===== config.mk =====
export PLATFORM = sky130hd
export DESIGN_NAME = ccr_top
export DESIGN_NICKNAME = d
export VERILOG_FILES = /design/src/ccr_pkg.sv /design/src/ccr_cfg_if.sv /design/src/ccr_top.sv /design/src/ccr_store.sv /design/src/ccr_drive.sv
export SDC_FILE = /design/constraint.sdc
export NUM_CORES = 1
export LEC_CHECK = 0
export ABC_CLOCK_PERIOD_IN_PS = 7900
export BUFFER_PORTS_ARGS = -buffer_cell sky130_fd_sc_hd__buf_2
export CELL_PAD_IN_SITES_DETAIL_PLACEMENT = 1
export CELL_PAD_IN_SITES_GLOBAL_PLACEMENT = 2
export CORE_AREA = 2 2 133 135
export DETAILED_ROUTE_END_ITERATION = 8
export DIE_AREA = 0 0 135 137
export PLACE_DENSITY = 0.8
export SLEW_MARGIN = 20
export SYNTH_ARGS = -nofsm -noshare
export SYNTH_HDL_FRONTEND = slang
export SYNTH_SLANG_ARGS = --single-unit

===== constraint.sdc =====
create_clock -name CORE_CLK_I -period 7.9 [get_ports CORE_CLK_I]
set_input_delay 0.79 -clock CORE_CLK_I [delete_from_list [all_inputs] [get_ports CORE_CLK_I]]
set_output_delay 0.79 -clock CORE_CLK_I [all_outputs]
set_load 0.05 [all_outputs]

===== src/ccr_pkg.sv =====
// package of constants, field positions and types for the channel configuration bank
package ccr_pkg;
  localparam int NUM_CH = 8;
  localparam int PAGE_W = 3;
  localparam int WORD_W = 16;
  localparam logic [15:0] CFG_RESET = 16'h0000;
  localparam logic [15:0] CFG_WMASK = 16'h0FFF;
  localparam int B_FAST_OFF = 11;
  localparam int B_SUP_LOW = 10;
  localparam int B_ADC_HI = 9;
  localparam int B_RUN_SEL = 8;
  localparam int B_SERVO_CONT = 7;
  localparam int B_SERVO_WARN = 6;
  localparam int B_MODE_HI = 5;
  localparam int B_MODE_LO = 4;
  localparam int B_WPU = 3;
  localparam int B_WPD = 2;
  localparam int B_GAIN = 1;
  localparam int B_POL = 0;
  localparam logic [2:0] FIRST_LOW_DRIVE_CH = 3'h4;
  typedef enum logic [1:0]
  {
    DAC_SERVO = 2'h0,
    DAC_OFF = 2'h1,
    DAC_DIRECT = 2'h2,
    DAC_SOFT = 2'h3
  } ccr_dac_mode_t;
  // enable pin drive: one-hot, off-fast, off-weak, on-weak-up, on-tristate
  typedef enum logic [3:0]
  {
    DRV_FAST_DN = 4'h1,
    DRV_WEAK_DN = 4'h2,
    DRV_WEAK_UP = 4'h4,
    DRV_HIZ = 4'h8
  } ccr_drive_t;
endpackage : ccr_pkg


===== src/ccr_cfg_if.sv =====
// interface carrying the selected channel's number and raw configuration word between modules
`timescale 1ns/1ns
interface ccr_cfg_if;
  import ccr_pkg::*;
  logic [2:0] ch;
  logic [15:0] word;
  modport src (output ch, output word);
  modport dst (input ch, input word);
endinterface : ccr_cfg_if


===== src/ccr_top.sv =====
// channel configuration register bank with decoded field outputs
`timescale 1ns/1ns
module ccr_top
  import ccr_pkg::*;
(
  // clock, reset, enable
  input wire logic CORE_CLK_I,
  input wire logic RST_I,
  input wire logic CE_I,
  // register access from the management host
  input wire logic WR_I,
  input wire logic [ccr_pkg::PAGE_W-1:0] PAGE_I,
  input wire logic [ccr_pkg::WORD_W-1:0] WDATA_I,
  output logic [ccr_pkg::WORD_W-1:0] RDATA_O,
  // channel status and run pins
  input wire logic [2:0] CH_SEL_I,
  input wire logic RUN_PIN_A_I,
  input wire logic RUN_PIN_B_I,
  input wire logic CH_ON_I,
  input wire logic RISE_DONE_I,
  input wire logic FAULT_OFF_I,
  input wire logic WARN_HIT_I,
  input wire logic TARGET_REACHED_I,
  input wire logic SOFT_DONE_I,
  // decoded controls for the selected channel
  output logic RUN_O,
  output logic FAST_SERVO_EN_O,
  output logic SUP_LOW_RES_O,
  output logic ADC_HIRES_O,
  output logic DAC_GAIN_HI_O,
  output logic DAC_POL_NONINV_O,
  output logic SERVO_REQ_O,
  output logic DAC_CONNECT_O,
  output logic SOFT_CONNECT_O,
  output logic DAC_WRITE_OK_O,
  output logic [3:0] OUT_EN_DRIVE_O
);
  import ccr_pkg::*;

  logic [15:0] rword;
  logic [15:0] sword;
  ccr_drive_t drive;
  ccr_cfg_if cfg ();
  ccr_dac_mode_t mode;
  logic active;
  logic live;
  logic next_run, next_fast, next_sup, next_adc, next_gain, next_pol;
  logic next_servo, next_conn, next_soft, next_dwok;
  logic [15:0] next_rdata;
  logic [3:0] next_drive;

  ccr_store u_store (
    .clk(CORE_CLK_I),
    .rst(RST_I),
    .ce(CE_I),
    .wr(WR_I),
    .page(PAGE_I),
    .wdata(WDATA_I),
    .sel(CH_SEL_I),
    .rword(rword),
    .sword(sword)
  );

  assign cfg.ch = CH_SEL_I;
  assign cfg.word = sword;

  ccr_drive u_drive (
    .cfg(cfg),
    .on(CH_ON_I),
    .fault_off(FAULT_OFF_I),
    .drive(drive)
  );

  assign mode = ccr_dac_mode_t'(sword[B_MODE_HI:B_MODE_LO]);
  // mode field is honoured only after rise time on an on channel
  assign active = CH_ON_I && RISE_DONE_I;
  // outputs follow the word only on enabled edges outside reset; checks key on this
  assign live = CE_I && !RST_I;

  // next values of all decoded outputs
  always_comb
  begin
    next_rdata = rword & CFG_WMASK;
    next_run = sword[B_RUN_SEL] ? RUN_PIN_B_I : RUN_PIN_A_I;
    next_fast = !sword[B_FAST_OFF];
    next_sup = sword[B_SUP_LOW];
    next_adc = sword[B_ADC_HI] && CH_SEL_I[0];
    next_gain = sword[B_GAIN];
    next_pol = sword[B_POL];
    next_servo = 1'b0;
    next_conn = 1'b0;
    next_soft = 1'b0;
    next_dwok = 1'b0;
    if (active)
    begin
      unique case (mode)
        DAC_SERVO:
        begin
          // servo until target, then continuous or on warning
          next_servo = !TARGET_REACHED_I || sword[B_SERVO_CONT]
            || (sword[B_SERVO_WARN] && WARN_HIT_I);
          next_soft = !SOFT_DONE_I;
          next_conn = SOFT_DONE_I;
        end
        DAC_OFF:
        begin
          next_conn = 1'b0;
        end
        DAC_DIRECT:
        begin
          // stored dac value is undefined after reset; host must load it
          next_conn = 1'b1;
          next_dwok = 1'b1;
        end
        DAC_SOFT:
        begin
          next_soft = !SOFT_DONE_I;
          next_conn = SOFT_DONE_I;
          next_dwok = SOFT_DONE_I;
        end
      endcase
    end
    next_drive = drive;
  end

  // all outputs registered; pin outputs stay in the fast pull-down at reset
  always_ff @(posedge CORE_CLK_I)
  begin
    if (RST_I)
    begin
      RDATA_O <= 16'h0000;
      RUN_O <= 1'b0;
      FAST_SERVO_EN_O <= 1'b0;
      SUP_LOW_RES_O <= 1'b0;
      ADC_HIRES_O <= 1'b0;
      DAC_GAIN_HI_O <= 1'b0;
      DAC_POL_NONINV_O <= 1'b0;
      SERVO_REQ_O <= 1'b0;
      DAC_CONNECT_O <= 1'b0;
      SOFT_CONNECT_O <= 1'b0;
      DAC_WRITE_OK_O <= 1'b0;
      OUT_EN_DRIVE_O <= DRV_FAST_DN;
    end
    else if (CE_I)
    begin
      RDATA_O <= next_rdata;
      RUN_O <= next_run;
      FAST_SERVO_EN_O <= next_fast;
      SUP_LOW_RES_O <= next_sup;
      ADC_HIRES_O <= next_adc;
      DAC_GAIN_HI_O <= next_gain;
      DAC_POL_NONINV_O <= next_pol;
      SERVO_REQ_O <= next_servo;
      DAC_CONNECT_O <= next_conn;
      SOFT_CONNECT_O <= next_soft;
      DAC_WRITE_OK_O <= next_dwok;
      OUT_EN_DRIVE_O <= next_drive;
    end
  end

  property p_rd_reserved;
    @(posedge CORE_CLK_I) disable iff (RST_I) RDATA_O[15:12] == 4'h0;
  endproperty
  a_rd_reserved: assert property (p_rd_reserved) else $error("reserved read nonzero");

  property p_fast;
    @(posedge CORE_CLK_I) disable iff (RST_I) live |=> FAST_SERVO_EN_O == !$past(sword[11]);
  endproperty
  a_fast: assert property (p_fast) else $error("fast servo wrong");

  property p_sup;
    @(posedge CORE_CLK_I) disable iff (RST_I) live |=> SUP_LOW_RES_O == $past(sword[10]);
  endproperty
  a_sup: assert property (p_sup) else $error("supervisor scale wrong");

  property p_adc_even;
    @(posedge CORE_CLK_I) disable iff (RST_I) (live && !CH_SEL_I[0]) |=> !ADC_HIRES_O;
  endproperty
  a_adc_even: assert property (p_adc_even) else $error("even channel fine adc");

  property p_adc_odd;
    @(posedge CORE_CLK_I) disable iff (RST_I)
      (live && CH_SEL_I[0]) |=> ADC_HIRES_O == $past(sword[B_ADC_HI]);
  endproperty
  a_adc_odd: assert property (p_adc_odd) else $error("odd channel adc wrong");

  property p_run;
    @(posedge CORE_CLK_I) disable iff (RST_I)
      (live && sword[8]) |=> RUN_O == $past(RUN_PIN_B_I);
  endproperty
  a_run: assert property (p_run) else $error("run pin b not used");

  property p_run_a;
    @(posedge CORE_CLK_I) disable iff (RST_I)
      (live && !sword[B_RUN_SEL]) |=> RUN_O == $past(RUN_PIN_A_I);
  endproperty
  a_run_a: assert property (p_run_a) else $error("run pin a not used");

  property p_servo_off_mode;
    @(posedge CORE_CLK_I) disable iff (RST_I) (live && mode != DAC_SERVO) |=> !SERVO_REQ_O;
  endproperty
  a_servo_off_mode: assert property (p_servo_off_mode) else $error("servo outside mode 00");

  property p_servo_cont;
    @(posedge CORE_CLK_I) disable iff (RST_I)
      (live && active && mode == DAC_SERVO && sword[B_SERVO_CONT]) |=> SERVO_REQ_O;
  endproperty
  a_servo_cont: assert property (p_servo_cont) else $error("continuous servo stopped");

  property p_servo_stop;
    @(posedge CORE_CLK_I) disable iff (RST_I)
      (live && active && mode == DAC_SERVO && TARGET_REACHED_I
        && !sword[B_SERVO_CONT] && !sword[B_SERVO_WARN]) |=> !SERVO_REQ_O;
  endproperty
  a_servo_stop: assert property (p_servo_stop) else $error("servo kept after target");

  property p_warn;
    @(posedge CORE_CLK_I) disable iff (RST_I)
      (live && active && mode == DAC_SERVO && sword[6] && WARN_HIT_I) |=> SERVO_REQ_O;
  endproperty
  a_warn: assert property (p_warn) else $error("no re-servo on warning");

  property p_warn_quiet;
    @(posedge CORE_CLK_I) disable iff (RST_I)
      (live && active && mode == DAC_SERVO && TARGET_REACHED_I
        && !sword[B_SERVO_CONT] && !WARN_HIT_I) |=> !SERVO_REQ_O;
  endproperty
  a_warn_quiet: assert property (p_warn_quiet) else $error("re-servo without warning");

  property p_inactive;
    @(posedge CORE_CLK_I) disable iff (RST_I) (live && !active) |=> !DAC_CONNECT_O;
  endproperty
  a_inactive: assert property (p_inactive) else $error("dac connected before rise");

  property p_inactive_all;
    @(posedge CORE_CLK_I) disable iff (RST_I)
      (live && !active) |=> !SERVO_REQ_O && !SOFT_CONNECT_O && !DAC_WRITE_OK_O;
  endproperty
  a_inactive_all: assert property (p_inactive_all) else $error("dac busy before rise");

  property p_mode_off;
    @(posedge CORE_CLK_I) disable iff (RST_I)
      (live && active && mode == DAC_OFF) |=> !DAC_CONNECT_O && !SOFT_CONNECT_O;
  endproperty
  a_mode_off: assert property (p_mode_off) else $error("dac used in mode 01");

  property p_direct;
    @(posedge CORE_CLK_I) disable iff (RST_I)
      (live && active && mode == DAC_DIRECT) |=> DAC_CONNECT_O && !SOFT_CONNECT_O;
  endproperty
  a_direct: assert property (p_direct) else $error("direct connect missing");

  property p_soft;
    @(posedge CORE_CLK_I) disable iff (RST_I)
      (live && active && mode == DAC_SOFT && !SOFT_DONE_I) |=> !DAC_WRITE_OK_O;
  endproperty
  a_soft: assert property (p_soft) else $error("dac write allowed early");

  property p_soft_done;
    @(posedge CORE_CLK_I) disable iff (RST_I)
      (live && active && mode == DAC_SOFT && SOFT_DONE_I)
        |=> DAC_CONNECT_O && DAC_WRITE_OK_O && !SOFT_CONNECT_O;
  endproperty
  a_soft_done: assert property (p_soft_done) else $error("soft connect not finished");

  property p_hi_ch_up;
    @(posedge CORE_CLK_I) disable iff (RST_I)
      (live && CH_SEL_I[2] && CH_ON_I) |=> OUT_EN_DRIVE_O == DRV_HIZ;
  endproperty
  a_hi_ch_up: assert property (p_hi_ch_up) else $error("weak pull-up on upper ch");

  property p_weak_up;
    @(posedge CORE_CLK_I) disable iff (RST_I)
      (live && CH_ON_I && !CH_SEL_I[2] && sword[B_WPU]) |=> OUT_EN_DRIVE_O == DRV_WEAK_UP;
  endproperty
  a_weak_up: assert property (p_weak_up) else $error("weak pull-up missing");

  property p_fault_fast;
    @(posedge CORE_CLK_I) disable iff (RST_I)
      (live && !CH_ON_I && FAULT_OFF_I) |=> OUT_EN_DRIVE_O == DRV_FAST_DN;
  endproperty
  a_fault_fast: assert property (p_fault_fast) else $error("no fast pull-down on fault");

  property p_weak_dn;
    @(posedge CORE_CLK_I) disable iff (RST_I)
      (live && !CH_ON_I && !CH_SEL_I[2] && sword[B_WPD] && !FAULT_OFF_I)
        |=> OUT_EN_DRIVE_O == DRV_WEAK_DN;
  endproperty
  a_weak_dn: assert property (p_weak_dn) else $error("weak pull-down missing");

  property p_hi_ch_dn;
    @(posedge CORE_CLK_I) disable iff (RST_I)
      (live && !CH_ON_I && CH_SEL_I[2]) |=> OUT_EN_DRIVE_O == DRV_FAST_DN;
  endproperty
  a_hi_ch_dn: assert property (p_hi_ch_dn) else $error("weak pull-down on upper ch");

  property p_gain;
    @(posedge CORE_CLK_I) disable iff (RST_I) live |=> DAC_GAIN_HI_O == $past(sword[1]);
  endproperty
  a_gain: assert property (p_gain) else $error("dac gain wrong");

  property p_pol;
    @(posedge CORE_CLK_I) disable iff (RST_I) live |=> DAC_POL_NONINV_O == $past(sword[0]);
  endproperty
  a_pol: assert property (p_pol) else $error("dac polarity wrong");

  c_direct: cover property (@(posedge CORE_CLK_I) active && mode == DAC_DIRECT);
  c_soft_done: cover property (@(posedge CORE_CLK_I) active && mode == DAC_SOFT && SOFT_DONE_I);
  c_weak_dn: cover property (@(posedge CORE_CLK_I) OUT_EN_DRIVE_O == DRV_WEAK_DN);
  c_write: cover property (@(posedge CORE_CLK_I) CE_I && WR_I && PAGE_I == 3'h7);
  c_warn: cover property (@(posedge CORE_CLK_I) active && mode == DAC_SERVO && WARN_HIT_I);
endmodule : ccr_top


===== src/ccr_store.sv =====
// per-channel configuration word storage, paged writes and reads
`timescale 1ns/1ns
module ccr_store
  import ccr_pkg::*;
(
  input wire logic clk,
  input wire logic rst,
  input wire logic ce,
  input wire logic wr,
  input wire logic [2:0] page,
  input wire logic [15:0] wdata,
  input wire logic [2:0] sel,
  output logic [15:0] rword,
  output logic [15:0] sword
);
  logic [15:0] mem [NUM_CH];
  logic [15:0] next_mem [NUM_CH];

  // only addressed page changes; reserved bits masked away
  always_comb
  begin
    for (int i = 0; i < NUM_CH; i++)
    begin
      next_mem[i] = mem[i];
    end
    if (wr)
    begin
      next_mem[page] = wdata & CFG_WMASK;
    end
  end

  always_ff @(posedge clk)
  begin
    if (rst)
    begin
      for (int i = 0; i < NUM_CH; i++)
      begin
        mem[i] <= CFG_RESET;
      end
    end
    else if (ce)
    begin
      for (int i = 0; i < NUM_CH; i++)
      begin
        mem[i] <= next_mem[i];
      end
    end
  end

  assign rword = mem[page];
  assign sword = mem[sel];

  property p_reserved_zero;
    @(posedge clk) disable iff (rst) rword[15:12] == 4'h0;
  endproperty
  a_reserved_zero: assert property (p_reserved_zero) else $error("reserved bits nonzero");

  property p_write_lands;
    @(posedge clk) disable iff (rst)
      (ce && wr) |=> mem[$past(page)] == ($past(wdata) & CFG_WMASK);
  endproperty
  a_write_lands: assert property (p_write_lands) else $error("write not stored");

  property p_other_page_kept;
    @(posedge clk) disable iff (rst)
      (ce && wr && page != 3'h0) |=> $stable(mem[0]);
  endproperty
  a_other_page_kept: assert property (p_other_page_kept) else $error("other page changed");
endmodule : ccr_store


===== src/ccr_drive.sv =====
// supply-enable pin drive selection for one channel
`timescale 1ns/1ns
module ccr_drive
  import ccr_pkg::*;
(
  ccr_cfg_if.dst cfg,
  input wire logic on,
  input wire logic fault_off,
  output ccr_drive_t drive
);
  logic low_ch;

  // channels 4-7 lack the weak drivers
  assign low_ch = cfg.ch < FIRST_LOW_DRIVE_CH;

  always_comb
  begin
    if (on)
    begin
      drive = (cfg.word[B_WPU] && low_ch) ? DRV_WEAK_UP : DRV_HIZ;
    end
    else if (cfg.word[B_WPD] && low_ch && !fault_off)
    begin
      drive = DRV_WEAK_DN;
    end
    else
    begin
      drive = DRV_FAST_DN;
    end
  end
endmodule : ccr_drive


* Word level (Yosys, flattened, before mapping) *
Memory sizes are Yosys's and may differ from the RTL's. A register that Yosys moved wholly into a read port is not among the register bits.
Cells that the tools add are included.
W data, S select, Z words.

storage, ports and cells
  memories kept = 1
  RAM bits = 128
  register bits = 14
  output and inout bits = 30

memories
  name         depth  bits a word  rd ports  clocked after Yosys merged registers in  write ports  line             RTL
  u_store.mem  8      16           10        1                                        8            ccr_store.sv:16  logic [15:0] mem [NUM_CH];

operators by class
  reductions and logical operators = 15
  magnitude comparators = 3
  equality and inequality tests = 3
  bitwise operators = 9
  mux-type cells = 29

operators with widths
  kind                  count
  $mux W16              9
  $bwmux W128           1
  $mux W128             1
  $demux W16 S3         1
  $mux W1               12
  $mux W4               2
  $or A1 B1 Y1          8
  $logic_and A1 B1 Y1   7
  $eq A2 B2 Y1 const B  2
  $ge A4 B4 Y1 const B  1
  $logic_not A1 Y1      4
  $lt A4 B1 Y1 const B  1
  $not A3 Y4            1
  $lt A3 B3 Y1 const B  1
  $pmux W1 S3           1
  $eq A2 B1 Y1 const B  1
  $logic_not A2 Y1      1
  $logic_or A1 B1 Y1    2
  $mux W2               1
  $pmux W1 S2           1
  $reduce_or A2 Y1      1

* Logic depth before layout (Yosys ltp) *
Gate-level depths: netlist of run 1.

  depth in word-level cells = 8
  depth in mapped cells = 11
  depth with buffers taken out = 8

* Cells and area by module *
Synthesis of run 1 repeated with hierarchy kept, for this count alone.

second synthesis, totals
  cell total of the unflattened synthesis = 707
  area, all modules = 8795.9 um^2

by module, submodules not included
  module     cells an instance  times used  area an instance (um^2)
  ccr_store  594                1           7691.1
  ccr_top    107                1           1064.8
  ccr_drive  6                  1           40.0

* Worst setup path before layout of run 1 *
Ideal clock, no wire load.

  kind = input-to-reg
  from = input port CE_I
  to = memory u_store.mem[0][0] (enable)
  arrival = 2899 ps
  setup time = 429 ps
  stages on the path = 3
  slack = 4572 ps
  path through = clkbuf_1 > clkbuf_1 > a21o_1

RTL lines
  element             line             RTL
  start: declaration  ccr_top.sv:9     input wire logic CE_I,
  end: declaration    ccr_store.sv:16

==> results of run 1 <==
Yosys cell counts, drive strengths merged, types with 7 or more instances:
cell    count  area (um2)
a211oi     12        95.1
a21oi     108         541
a221o       7        70.1
a221oi     11        96.3
buf        35         238
clkbuf     38         143
dfxtp      26         521
edfxtp     96        2880
mux2       10         113
mux2i      16         160
mux4       25         604
nand2     209         785
nor2       23        88.8
o21ai       7        35.0
worst reg2reg max path: cells and delay by family (launching register included):
kind	cells	cell delay, ps
muxes	2	920
AOI/OAI and AO/OA	2	180
buffers and inverters	1	60
DFF	1	430
adders and majority gates	1	340
and+or+nand+nor	1	300
power breakdown:
part           total (uW)  switching (uW)  internal, uW
sequential            781            34.3           747
clock                 772             285           488
combinational         257             174          82.9
total                1810             493          1320
stage by stage:
step	power, uW	worst slack, ps
after floorplan	970	4570
after global placement	1040	4320
after detailed placement	1050	4200
after CTS	1820	4610
after global routing	1870	4560
final	1810	4570
cell type report:
| class | instances | area share |
|---|---|---|
| Inverter | 6 | 0.00293 |
| Clock buffer | 20 | 0.0569 |
| Sequential cell | 122 | 0.444 |
| Tap cell | 225 | 0.0367 |
| Timing Repair Buffer | 61 | 0.0417 |
| Multi-Input combinational cell | 491 | 0.401 |
| Clock inverter | 12 | 0.0170 |
registers in the layout (all words and copies together) (netlist names):
signal and flops:
DAC_POL_NONINV_O 1, RDATA_O 12, OUT_EN_DRIVE_O 4, DAC_CONNECT_O 1, FAST_SERVO_EN_O 1, DAC_WRITE_OK_O 1, RUN_O 1, SUP_LOW_RES_O 1
u_store.mem 96, SERVO_REQ_O 1, SOFT_CONNECT_O 1, DAC_GAIN_HI_O 1, ADC_HIRES_O 1
kinds of logic after synthesis:
group | share of synthesized area
muxes | 0.128
DFF | 0.497
and+or+nand+nor | 0.157
other | 0.000547
adders and majority gates | 0.00730
buffers and inverters | 0.0588
AOI/OAI and AO/OA | 0.151
final timing paths:
kind / from / to / depth (start not counted)
worst max-delay path: PAGE_I[1] / u_store.mem[2][1] / 6
worst min-delay path: OUT_EN_DRIVE_O[3] / OUT_EN_DRIVE_O[3] / 2
worst max register to register: u_store.mem[7][5] / DAC_CONNECT_O / 7
worst min register to register: OUT_EN_DRIVE_O[3] / OUT_EN_DRIVE_O[3] / 2
layer usage:
metal | share of wire | routed length (um) | vias up
li1 | - | - | 2503
met4 | 0.025 | 587 | 2
met1 | 0.43 | 9860 | 2828
met2 | 0.47 | 10900 | 250
met5 | 0.00052 | 12 | -
met3 | 0.074 | 1690 | 48
==> run metrics, run 1 <==
Post-Synthesis Cells=689; post-synth cell types=48; Pleak=0.00293 uW; cell area after synthesis=0.00685 mm2; DP Area=0.00711 mm2; CTS sink count=122; clk root buf=clkbuf_16; Total Neg Setup Slack=0 ps; VDD IR-drop max=0.000162 V; CP peak stage delay=1090 ps; Placeable Area=0.0171 mm2; number of synthesized flops with an enable pin=96; Residual DRC=0; Nets=737; share of cells above drive strength 1=0.169; Via density=6.01; Register Area=0.00340 mm2; crit path cell chain=buf_2 > inv_1 > nor3_1 > buf_4 > nand2_1 > a21oi_1; initial antenna violation count=1; fin crit share=0.422; H-tree levels=4; share of the core filled with cells=0.450; most frequent cells in the layout=nand2_1, a21oi_1, edfxtp_1, buf_2, dfxtp_1; CP Class=in -> reg; wire length of the first global-routing pass=35100 um; Syn Area/Cell=9.95 um2; Slew Viols, Final=0; Ys Warns=0; pin count of the biggest net entering global routing=73; CTS Buf Count=17; ys async rst share=0; clk buf depth=2; Tmin final=3330 ps; I/O Buffers=55; Crit path buffers/inverters=3; DIE AREA=0.0185 mm2; hold slack=466 ps; fin cells=937; cts hold-fix bufs=0; # Max-Cap Violations=0; Slew headroom=0.174; Fmax=300 MHz; dpl cells=905; Worst-Margin Slew=1230 ps; CTS tree=yes; Worst Path Max Fanout=35; Worst-path clk slew=50 ps; worst-skew pair later-pin latency=430 ps; gp weighted congestion=0.803; crit end category=register; RSZ-0062 raised after global routing=no; Post-CTS Resized=0; total gr overflow=0; Most Used Layer, Global Route=met2; ANT cells=0; post-detail-place hpwl=13800 um; Row Count=48; antenna-violating nets left=0; Hold Violations, Final=0; GR Util met3=0.0567; status=completed; number of DRC markers in iteration 0=613; dominant synthesized flop cell=edfxtp_1; GRT Util Overall=0.259; WL per Instance=24.6 um; Synth-to-Final Area Change=12.0%; Fin Clk Skew=5.94 ps; number of global-route vias before repair=5778; Final Setup Violations=0; wirelength, routed=23000 um; DR vias=5631; met2 Use GR=0.415; number of synthesized register bits=122; combined area of the multi-input logic cells=0.00308 mm2; crit-path leading delay family=buffers and inverters; fill count=1931; num ports=64; Pwr per Cell Area=236 mW/mm2; Critical Path Start Type=input port; setup repair bufs after CTS=0; crit path DAT=3570 ps; die width=135 um; commonest non-fill, non-tap cell in the layout=nand2_1; Starting Density=0.402; Die Y=137 um; Hold WC Path Type=reg -> reg; CP max stage cell=nor3_1; Critical Path RT=8140 ps; design area=0.00767 mm2; R2R setup slack=5610 ps; GR Util met1=0.345; Initial DRT Pass Iterations=5; share of the yosys chip area belonging to registers=0.497
(Power assumes the default switching activity.)
==> run 2: changes to the inputs <==
Settings changed: ABC_CLOCK_PERIOD_IN_PS 7900 to 2800, CORE_AREA 2 2 133 135 to 2 2 143 145, DIE_AREA 0 0 135 137 to 0 0 145 147, PLACE_DENSITY 0.8 to 0.73.
Clock period 7.9 ns to 2.8 ns, I/O delays scaled along.
==> run metrics, run 2 (synthesis gave the netlist of run 1 again) <==
Net Sw Power=1390 uW; combined area of the multi-input logic cells=0.00307 mm2; clk root buf=clkbuf_16; # Max-Cap Violations=0; Slew headroom=0.365; Hold Violations, Final=0; VDD IR-drop max=0.000364 V; clk buf depth=2; Nets=776; number of DRC markers in iteration 0=538; Die Y=147 um; WL per Instance=23.2 um; CP max stage cell=mux4_2; H-tree levels=4; Critical Path Start Type=register; CP Class=reg -> reg; Flop pwr share=0.429; I/O Buffers=55; Worst-path clk slew=60 ps; Residual DRC=0; Tmin final=2300 ps; num ports=64; Tot Pwr=5140 uW; Initial DRT Pass Iterations=5; clock share of power=0.422; antenna-violating nets left=0; Total Neg Setup Slack=0 ps; biggest regs=u_store.mem: 96 flops, RDATA_O: 12 flops, OUT_EN_DRIVE_O: 4 flops; Most flops, register=u_store.mem; ANT cells=0; number of global-route vias before repair=5789; CTS Buf Count=17; DP Area=0.00747 mm2; commonest non-fill, non-tap cell in the layout=nand2_1; DIE AREA=0.0213 mm2; Row Count=52; Placeable Area=0.0198 mm2; GRT Util Overall=0.228; CP peak stage delay=480 ps; Synth-to-Final Area Change=17.3%; Hold WC Path Type=in -> reg; cell mode on critical path=a21oi_1; most frequent cells in the layout=nand2_1, a21oi_1, edfxtp_1, buf_2, buf_4; total gr overflow=0; crit path cell chain=mux4_2 > mux2i_1 > ha_1 > inv_1 > a21oi_1 > or3_1 > a21oi_1; CTS sink count=122; design area=0.00804 mm2; Register Area=0.00340 mm2; DR vias=5720; fill count=2257; pin count of the biggest net entering global routing=73; Fin Clk Skew=5.74 ps; sw frac=0.270; Comb pwr share=0.149; Post-CTS Resized=0; Fmax=435 MHz; Via density=5.60; Pwr per Cell Area=640 mW/mm2; gp weighted congestion=0.828; Final Setup Violations=0; flip-flop count of the largest register after layout=96; Starting Density=0.345; post-detail-place hpwl=16000 um; CTS tree=yes; RSZ-0062 raised after global routing=no; Cell Int Power=3750 uW; wirelength, routed=23700 um; setup repair bufs after CTS=0; die width=145 um; Worst Path Max Fanout=3; Pleak=0.00311 uW; status=completed; share of cells above drive strength 1=0.209; fin crit share=0.821; initial antenna violation count=1; worst-skew pair later-pin latency=420 ps; crit path DAT=2650 ps; crit end category=register; Worst-Margin Slew=952 ps; Slew Viols, Final=0; wire length of the first global-routing pass=36300 um; cts hold-fix bufs=0; Critical Path RT=3160 ps
## run 2: final cells by class
class / instances / area share
Timing Repair Buffer: 100 / 0.0794
Tap cell: 270 / 0.0420
Clock buffer: 21 / 0.0548
Sequential cell: 122 / 0.423
Multi-Input combinational cell: 491 / 0.382
Clock inverter: 11 / 0.0159
Inverter: 6 / 0.00280
## run 2: per-stage QoR
stage / cells / worst slack, ps / util / hold slack, ps
floorplan: 692 / 539 / - / 448
global placement: 989 / 368 / 0.376 / 450
detailed placement: 989 / 364 / 0.376 / 459
CTS: 1021 / 528 / 0.405 / 162
global route: 1021 / 426 / 0.405 / 199
finish: 1021 / 501 / 0.405 / 175
## run 2: worst max-delay path: cells and delay by family (launching register included)
family                   cells  cell delay [ps]
flip-flops                   1              440
AND/OR/NAND/NOR              1              310
AO/OA/AOI/OAI                2              170
multiplexers                 2              910
adder cells (fa/ha/maj)      1              340
buffers and inverters        1               60
## run 2: final timing paths
check	start	endpoint	slack, ps	cells past startpoint
max reg2reg	u_store.mem[4][4]	DAC_CONNECT_O	500	7
min	RISE_DONE_I	SERVO_REQ_O	170	3
min reg2reg	ADC_HIRES_O	ADC_HIRES_O	460	2
max	u_store.mem[4][4]	DAC_CONNECT_O	500	7
## run 2: power by group through the flow
stage / clock (uW) / sequential (uW) / combinational, uW
2_1_floorplan: 0 / 2290 / 449
3_3_place_gp: 0 / 2230 / 749
3_5_place_dp: 0 / 2240 / 765
4_1_cts: 2210 / 2200 / 768
5_1_grt: 2280 / 2220 / 824
6_report: 2170 / 2200 / 765
## run 2: per-layer routing
layer	share of wire	GRT usage	wire length [um]
met1	0.45	0.313	10600
met2	0.48	0.373	11500
met3	0.057	0.0351	1360
met4	0.013	0.0683	320
met5	0.00046	0	11
